<file path="src/logic/asc_cfg.svh">
// Timing and reset constants for the asynchronous static memory controller.
// Assumes a single 40 MHz core clock; every count is derived from it.
`ifndef ASC_CFG_SVH
`define ASC_CFG_SVH

// Core clock period in nanoseconds
`define ASC_CLK_PERIOD_NS 25

// Least times to honour, as printed, in nanoseconds
`define ASC_T_READ_CYCLE_NS 45
`define ASC_T_ADDR_TO_DATA_NS 45
`define ASC_T_OE_RELEASE_NS 18
`define ASC_T_WE_PULSE_NS 35
`define ASC_T_DATA_SETUP_NS 25
`define ASC_T_ADDR_TO_END_NS 35
`define ASC_T_RECOVERY_NS 45

// Least times round up to whole cycles, never below one
`define ASC_CYC(ns) ((((ns) + `ASC_CLK_PERIOD_NS - 1) / `ASC_CLK_PERIOD_NS) < 1 ? 1 : \
  (((ns) + `ASC_CLK_PERIOD_NS - 1) / `ASC_CLK_PERIOD_NS))
`define ASC_READ_CYC `ASC_CYC(`ASC_T_ADDR_TO_DATA_NS)
`define ASC_TURN_CYC `ASC_CYC(`ASC_T_OE_RELEASE_NS)
`define ASC_PULSE_CYC `ASC_CYC(`ASC_T_WE_PULSE_NS)
`define ASC_RECOV_CYC `ASC_CYC(`ASC_T_RECOVERY_NS)

// Pin levels at reset and while idle
`define ASC_IDLE_CTRL_N 1'b1
`define ASC_LANES_OFF_N 2'h3

`endif

</file>
<file path="src/logic/asc_pkg.sv">
// Types shared by the static memory controller and its interval timer.
// Constants live in asc_cfg.svh.
package asc_pkg;
  // Gray codes along idle -> read -> turn and idle -> setup -> pulse -> hold
  typedef enum logic [2:0] {
    ASC_IDLE = 3'h0,
    ASC_RD = 3'h1,
    ASC_RD_TURN = 3'h3,
    ASC_WR_SETUP = 3'h2,
    ASC_WR_PULSE = 3'h6,
    ASC_WR_HOLD = 3'h7,
    ASC_RETAIN = 3'h5,
    ASC_RECOVER = 3'h4
  } asc_state_t;
endpackage : asc_pkg

</file>
<file path="src/logic/asc_tmr_if.sv">
// Link between the controller state machine and its interval timer.
// Both ends run on the same core clock.
`timescale 1ns/1ps
`default_nettype none
interface asc_tmr_if #(
  parameter int CNT_W = 4
);
  logic load;
  logic [CNT_W-1:0] count;
  logic done;
  modport ctrl (output load, output count, input done);
  modport tmr (input load, input count, output done);
endinterface : asc_tmr_if
`default_nettype wire

</file>
<file path="src/logic/asc_ctrl.sv">
// Host-side controller for an asynchronous 16-bit static memory.
// Assumes the memory data inputs are sampled synchronously to CORE_CLK and
// that board delays are small against one 25 ns cycle.
`timescale 1ns/1ps
`default_nettype none
`include "asc_cfg.svh"

// Behaviour
// - Write strobe low only while chip select and a lane select are low.
// - Data driven a full cycle before and held through the write-ending edge.
// - Never drive data while the memory may still drive it.
// - Strobe-paced write with output drive low needs release plus setup time.
// - Address stands at least 35 ns before write end, from write start.
// - Address never changes before the write has ended.
// - Chip and lane selects low at least 35 ns before write end.
// - Hold chip select at full high level during retention.
// - Wait 45 ns after retention before any access.
// - Address-paced read keeps selects and output drive low, strobe high.
// - Output-drive read sets address no later than chip and lane selects.
// - Read with chip select and output drive low, write strobe high.
module asc_ctrl
  import asc_pkg::*;
#(
  parameter int ADDR_W = 18,
  parameter int DATA_W = 16,
  parameter int CNT_W = 4
) (
  input wire logic CORE_CLK,
  input wire logic RESETN,
  input wire logic REQ_VALID,
  output logic REQ_READY,
  input wire logic REQ_WRITE,
  input wire logic [ADDR_W-1:0] REQ_ADDR,
  input wire logic [DATA_W-1:0] REQ_WDATA,
  input wire logic [1:0] REQ_BE,
  output logic RSP_VALID,
  output logic [DATA_W-1:0] RSP_RDATA,
  input wire logic RETAIN_REQ,
  output logic RETAINING,
  output logic [ADDR_W-1:0] SRAM_ADDR,
  output logic SRAM_CHIP_SEL_N,
  output logic SRAM_OUT_DRIVE_N,
  output logic SRAM_WRITE_STROBE_N,
  output logic SRAM_UPPER_BYTE_SEL_N,
  output logic SRAM_LOWER_BYTE_SEL_N,
  output logic [DATA_W-1:0] SRAM_DQ_O,
  output logic SRAM_DQ_OE,
  input wire logic [DATA_W-1:0] SRAM_DQ_I
);
  localparam int HALF_W = DATA_W / 2;

  // Refuse widths the lane logic, the 18-bit memory address or the timer cannot serve
  if (DATA_W != 16) begin : g_bad_data_w
    $error("asc_ctrl: data bus must be 16 bits, two byte lanes");
  end
  if (ADDR_W < 1 || ADDR_W > 18) begin : g_bad_addr_w
    $error("asc_ctrl: address width must lie between 1 and 18");
  end
  if ((1 << CNT_W) <= `ASC_READ_CYC || (1 << CNT_W) <= `ASC_PULSE_CYC ||
      (1 << CNT_W) <= `ASC_RECOV_CYC || (1 << CNT_W) <= `ASC_TURN_CYC) begin : g_bad_cnt_w
    $error("asc_ctrl: timer too narrow for the interval counts");
  end

  typedef struct packed {
    asc_state_t st;
    logic [ADDR_W-1:0] addr;
    logic [DATA_W-1:0] wdata;
    logic [1:0] lane_n;
    logic ce_n;
    logic oe_n;
    logic we_n;
    logic dq_oe;
    logic [DATA_W-1:0] rdata;
    logic rsp;
  } asc_ctrl_st_t;

  asc_ctrl_st_t s_r;
  asc_ctrl_st_t s_nxt;

  asc_tmr_if #(.CNT_W(CNT_W)) tif ();

  asc_timer #(.CNT_W(CNT_W)) u_timer (
    .clk(CORE_CLK),
    .rst_n(RESETN),
    .tif(tif)
  );

  // Idle and accepting only outside retention
  assign REQ_READY = (s_r.st == ASC_IDLE) && !RETAIN_REQ;

  // Next state and pin values; every pin leaves from a flip-flop
  always_comb begin
    logic [1:0] lanes_n;
    lanes_n = ~REQ_BE;
    s_nxt = s_r;
    s_nxt.rsp = 1'b0;
    tif.load = 1'b0;
    tif.count = CNT_W'(1);
    // A request with no lane would never open a write window, so take both
    if (REQ_BE == 2'h0) begin
      lanes_n = 2'h0;
    end
    case (s_r.st)
      ASC_IDLE: begin
        if (RETAIN_REQ) begin
          s_nxt.st = ASC_RETAIN;
          s_nxt.ce_n = `ASC_IDLE_CTRL_N;
        end else if (REQ_VALID && REQ_WRITE) begin
          // Address, selects and data all set one cycle before the strobe
          s_nxt.st = ASC_WR_SETUP;
          s_nxt.addr = REQ_ADDR;
          s_nxt.wdata = REQ_WDATA;
          s_nxt.lane_n = lanes_n;
          s_nxt.ce_n = 1'b0;
          s_nxt.oe_n = 1'b1;
          s_nxt.we_n = 1'b1;
          s_nxt.dq_oe = 1'b1;
        end else if (REQ_VALID) begin
          // Address goes out in the same edge as the selects
          s_nxt.st = ASC_RD;
          s_nxt.addr = REQ_ADDR;
          s_nxt.lane_n = lanes_n;
          s_nxt.ce_n = 1'b0;
          s_nxt.oe_n = 1'b0;
          s_nxt.we_n = 1'b1;
          s_nxt.dq_oe = 1'b0;
          tif.load = 1'b1;
          tif.count = CNT_W'(`ASC_READ_CYC);
        end
      end
      ASC_RD: begin
        // Sample after the access time; floating lanes read as zero
        if (tif.done) begin
          s_nxt.rdata[HALF_W-1:0] = s_r.lane_n[0] ? '0 : SRAM_DQ_I[HALF_W-1:0];
          s_nxt.rdata[DATA_W-1:HALF_W] = s_r.lane_n[1] ? '0 : SRAM_DQ_I[DATA_W-1:HALF_W];
          s_nxt.rsp = 1'b1;
          s_nxt.st = ASC_RD_TURN;
          s_nxt.ce_n = 1'b1;
          s_nxt.oe_n = 1'b1;
          s_nxt.lane_n = `ASC_LANES_OFF_N;
          tif.load = 1'b1;
          tif.count = CNT_W'(`ASC_TURN_CYC);
        end
      end
      ASC_RD_TURN: begin
        // The memory may still drive until its release delay has passed
        if (tif.done) begin
          s_nxt.st = ASC_IDLE;
        end
      end
      ASC_WR_SETUP: begin
        // Strobe falls only with chip and lane selects already low
        s_nxt.st = ASC_WR_PULSE;
        s_nxt.we_n = 1'b0;
        tif.load = 1'b1;
        tif.count = CNT_W'(`ASC_PULSE_CYC);
      end
      ASC_WR_PULSE: begin
        // Strobe rise ends the write; data was set up a cycle before the pulse began
        if (tif.done) begin
          s_nxt.st = ASC_WR_HOLD;
          s_nxt.we_n = 1'b1;
        end
      end
      ASC_WR_HOLD: begin
        // Address, data and chip select change only a cycle after the end,
        // so chip select never rises together with the strobe
        s_nxt.st = ASC_IDLE;
        s_nxt.ce_n = 1'b1;
        s_nxt.lane_n = `ASC_LANES_OFF_N;
        s_nxt.dq_oe = 1'b0;
        s_nxt.rsp = 1'b1;
      end
      ASC_RETAIN: begin
        // All controls held high at full level until retention ends
        if (!RETAIN_REQ) begin
          s_nxt.st = ASC_RECOVER;
          tif.load = 1'b1;
          tif.count = CNT_W'(`ASC_RECOV_CYC);
        end
      end
      ASC_RECOVER: begin
        if (tif.done) begin
          s_nxt.st = ASC_IDLE;
        end
      end
      default: begin
        s_nxt.st = ASC_IDLE;
      end
    endcase
  end

  // Single state register; reset parks every control pin high
  always_ff @(posedge CORE_CLK or negedge RESETN) begin
    if (!RESETN) begin
      s_r <= '{
        st: ASC_IDLE,
        addr: '0,
        wdata: '0,
        lane_n: `ASC_LANES_OFF_N,
        ce_n: `ASC_IDLE_CTRL_N,
        oe_n: `ASC_IDLE_CTRL_N,
        we_n: `ASC_IDLE_CTRL_N,
        dq_oe: 1'b0,
        rdata: '0,
        rsp: 1'b0
      };
    end else begin
      s_r <= s_nxt;
    end
  end

  assign SRAM_ADDR = s_r.addr;
  assign SRAM_CHIP_SEL_N = s_r.ce_n;
  assign SRAM_OUT_DRIVE_N = s_r.oe_n;
  assign SRAM_WRITE_STROBE_N = s_r.we_n;
  assign SRAM_UPPER_BYTE_SEL_N = s_r.lane_n[1];
  assign SRAM_LOWER_BYTE_SEL_N = s_r.lane_n[0];
  assign SRAM_DQ_O = s_r.wdata;
  assign SRAM_DQ_OE = s_r.dq_oe;
  assign RSP_VALID = s_r.rsp;
  assign RSP_RDATA = s_r.rdata;
  assign RETAINING = (s_r.st == ASC_RETAIN);
endmodule : asc_ctrl
`default_nettype wire

</file>
<file path="src/logic/asc_timer.sv">
// Interval timer: a load of N keeps done low for N-1 cycles after the load,
// so a state entered on the load lasts exactly N cycles. Needs N >= 1.
`timescale 1ns/1ps
`default_nettype none
module asc_timer
  import asc_pkg::*;
#(
  parameter int CNT_W = 4
) (
  input wire logic clk,
  input wire logic rst_n,
  asc_tmr_if.tmr tif
);
  typedef struct packed {
    logic [CNT_W-1:0] cnt;
  } asc_tmr_st_t;

  asc_tmr_st_t st_r;
  asc_tmr_st_t st_nxt;

  // Reload wins over the running count
  always_comb begin
    st_nxt = st_r;
    if (tif.load) begin
      st_nxt.cnt = tif.count - CNT_W'(1);
    end else if (st_r.cnt != '0) begin
      st_nxt.cnt = st_r.cnt - CNT_W'(1);
    end
  end

  assign tif.done = (st_r.cnt == '0);

  always_ff @(posedge clk or negedge rst_n) begin
    if (!rst_n) begin
      st_r <= '0;
    end else begin
      st_r <= st_nxt;
    end
  end
endmodule : asc_timer
`default_nettype wire

</file>
<file path="config.mk">
export PLATFORM = sky130hd
export DESIGN_NAME = asc_ctrl
export DESIGN_NICKNAME = d
export VERILOG_FILES = /design/src/logic/asc_pkg.sv /design/src/logic/asc_tmr_if.sv /design/src/logic/asc_ctrl.sv /design/src/logic/asc_timer.sv
export VERILOG_INCLUDE_DIRS = /design/src /design/src/logic
export SDC_FILE = /design/constraint.sdc
export NUM_CORES = 1
export LEC_CHECK = 0
export ABC_CLOCK_PERIOD_IN_PS = 2100
export BUFFER_PORTS_ARGS = -buffer_cell sky130_fd_sc_hd__buf_2
export CELL_PAD_IN_SITES_DETAIL_PLACEMENT = 2
export CELL_PAD_IN_SITES_GLOBAL_PLACEMENT = 2
export CORE_MARGIN = 2
export CORE_UTILIZATION = 30
export CTS_CLUSTER_SIZE = 8
export DETAILED_ROUTE_END_ITERATION = 12
export GPL_TIMING_DRIVEN = 0
export HOLD_SLACK_MARGIN = 0.12
export PLACE_DENSITY = 0.87
export SYNTH_ARGS = -nofsm -noshare
export SYNTH_HDL_FRONTEND = slang
export SYNTH_SLANG_ARGS = --single-unit
export TNS_END_PERCENT = 50
</file>
<file path="constraint.sdc">
create_clock -name CORE_CLK -period 2.1 [get_ports CORE_CLK]
set_input_delay 0 -clock CORE_CLK [delete_from_list [all_inputs] [get_ports CORE_CLK]]
set_output_delay 0 -clock CORE_CLK [all_outputs]
set_load 0.05 [all_outputs]
</file>
==> impl_metrics.csv <==
group,metric,value,unit
status,status,"finished clean",
sta,final_max_slew_viol_count,0,
die,die_y,106,um
critical_path,critPathCaptureType,"flop",
synthesis,synth_area,3140,um2
critical_path,cp_max_fo,10,
synthesis,netlist_instances,276,
sta,skew,0.0117,ns
grt,grt_max_degree,65,
die,rows,37,
sta,layout_min_cycle_time,2.04,ns
critical_path,path_cells,"buf_2 > nor3b_1 > a211oi_2 > and2b_2 > ha_1 > nor2b_1 > a22o_1",
detailed_routing,drc,0,
critical_path,slowest_delay,0.47,ns
critical_path,worstPathBufferInverterCount,1,
synthesis,synth_top_area_frac,0.470,
power,irDropWorstVdd,812,uV
synthesis,seq_area_frac_synth,0.512,
cells_and_area,syn_to_final_growth,50.1,%
detailed_routing,vias,2724,
die,chipWidth,106,um
critical_path,reg2reg_depth,7,
placed_design,place_ws,0.0812,ns
synthesis,yosysTopAreaCell,"dfrtp_1",
detailed_routing,viasPerCell,4.51,
synthesis,synth-seq-cells,64,
sta,fin_ws,0.0608,ns
critical_path,critPathArrivalTime,2.27,ns
critical_path,critical_path_class,"flop to flop",
grt,grt-ovfl-total,0,
die,core-area,10200,um2
cells_and_area,drive_gt1_frac,0.524,
grt,grt_usage,0.191,
die,start_util,0.307,
clock_tree,cts-buffers-inserted,9,
synthesis,yosysMostFrequentCell,"dfrtp_1",
placed_design,io_buffers,114,
critical_path,start_kind,"flop",
power,total_leakage_power,0.00235,uW
cells_and_area,n_antenna_cell,0,
clock_tree,clock-sinks,64,
power,power_density,1780,nW/um2
critical_path,worstPathRequired,2.33,ns
critical_path,r2r-start,"s_r[58]",
sta,tns,0,ns
synthesis,syn-mean-instance-area,11.4,um2
synthesis,synth.top_cells.by_count,"dfrtp_1 (59), buf_4 (51), mux2_2 (37), nand2_1 (26), nand2b_1 (16)",
placed_design,dpl.cell_count,526,
clock_tree,cts.path.max_buffers,2,
grt,grt_pass1_wl,16.6,mm
detailed_routing,drt-initial-drc-count,78,
worst_hold_path,hp-class,"input pin to async pin",
synthesis,synth.net_count,334,
sta,finalHoldViolCount,0,
cells_and_area,final_core_util,0.461,
synthesis,synth-main-ff-cell,"dfrtp_1",
synthesis,synth_cell_type_count,39,
clock_tree,clock_latency,0.34,ns
detailed_routing,wl,10.6,mm
die,io_pins,116,
placed_design,gp_congestion,0.775,
cells_and_area,finalNonFillerCells,604,
die,die_area,11300,um2
clock_tree,cts_tree,"yes",
critical_path,r2r_end,"u_timer.st_r[2]",
synthesis,async_reset_ff_frac,1.00,
job,drv_cap,0,
detailed_routing,wl_per_cell,17.6,um
clock_tree,clk_pin_slew,0.07,ns
sta,slew_headroom,0.447,
synthesis,synth.area.top_cells,"dfrtp_1 (47%), mux2_2 (13%), buf_4 (12%)",
grt,grt_antenna_before_repair,0,
detailed_routing,ant_nets,0,
cells_and_area,fin_nets,521,
clock_tree,cts-root-buf,"clkbuf_8",
detailed_routing,drtPass1Iterations,4,
critical_path,crit_slowest_cell,"a211oi_2",
sta,setup_violations,0,
synthesis,synth-edff-count,0,
critical_path,crit_family,"compound AO/OA/AOI/OAI gates",
placed_design,place_hpwl,6.33,mm
critical_path,r2r_slack,0.06,ns
grt,grt_pass1_vias,3137,
sta,fmax,0.490,GHz
sta,max_slew.worst_pin.slew,0.829,ns
clock_tree,h-tree-depth,3,
synthesis,ys_warn_count,0,
sta,rsz0062_at_grt,"true",
sta,min_period_over_period,0.971,
## metrics by stage
step / total power, uW / cell area (um2) / hold slack (ns)
6_report: 8410 / 4710 / 0.280
5_1_grt: 8880 / 4710 / 0.358
4_1_cts: 8290 / 4660 / 0.331
3_5_place_dp: 6970 / 3880 / 0.159
3_3_place_gp: 6750 / 3880 / 0.231
2_1_floorplan: 5950 / 3140 / -0.296
## worst max-delay path by stage
stage	start	endpoint	slack, ns	cells past startpoint
floorplan	s_r[57]	SRAM_DQ_O[10]	0.10	4
global placement	u_timer.st_r[1]	u_timer.st_r[2]	0.17	5
CTS	s_r[58]	u_timer.st_r[1]	0.06	6
finish	s_r[58]	u_timer.st_r[2]	0.06	7
global route	s_r[59]	RSP_RDATA[1]	-0.09	5
detailed placement	s_r[58]	u_timer.st_r[1]	0.08	6
## where the power goes
group	internal [uW]	switching, uW	total, uW
sequential	1860	446	2310
combinational	1760	3130	4900
clock	700	504	1200
total	4330	4080	8410
## cell usage in the layout, fill, tap and decap left out, drive strengths merged, types with 4 or more instances in the layout
cell type / count
nand2: 26
dfstp: 5
o21ai: 25
dfrtp: 59
inv: 4
buf: 178
clkbuf: 14
nor2: 5
dlygate4sd3: 56
nand2b: 16
a21oi: 5
mux2: 37
## state kept, by name, indices dropped and copies added, names as in the netlist
register / count
s_r: 3
SRAM_WRITE_STROBE_N: 1
SRAM_ADDR: 18
SRAM_DQ_O: 16
RSP_VALID: 1
SRAM_UPPER_BYTE_SEL_N: 1
RSP_RDATA: 16
SRAM_CHIP_SEL_N: 1
SRAM_OUT_DRIVE_N: 1
SRAM_LOWER_BYTE_SEL_N: 1
SRAM_DQ_OE: 1
u_timer.st_r: 4
## layer usage
layer	global-route usage	vias to the layer above	routed length, um
met2	0.376	74	6000
met1	0.204	1371	4060
met4	0.0442	0	116
li1	-	1269	-
met3	0.0429	10	464
met5	0	-	0
## area by class of cell
type                            count  area, um2
Fill cell                        1073       5520
Timing Repair Buffer              176       1180
Clock inverter                      5       80.1
Tap cell                          136        170
Clock buffer                       11        141
Sequential cell                    64       1610
Buffer                             61        440
Multi-Input combinational cell    147       1080
Inverter                            4       15.0
## worst reg2reg max path, stage by stage (launching register included)
cell	delay, ns
dfrtp_1	0.43
buf_2	0.21
nor3b_1	0.20
a211oi_2	0.47
and2b_2	0.22
ha_1	0.15
nor2b_1	0.05
a22o_1	0.22
## cell families (layout without fill, tap and decap cells)
logic type,count (synthesis),count (layout),synth area share
buf+inv,65,257,0.144
fa+ha+maj,1,1,0.00399
flops,64,64,0.512
compound gates,44,44,0.0833
mux,37,37,0.133
simple gates,65,65,0.124
## timing repair
item                                    in CTS  in global routing
hold buffers                                56                  0
hold endpoints to repair                   115                  0
gates resized for setup                      0                  2
endpoints found under the setup margin       0                 14
setup buffers                                0                  6
Power figures use the tool's default switching activity.
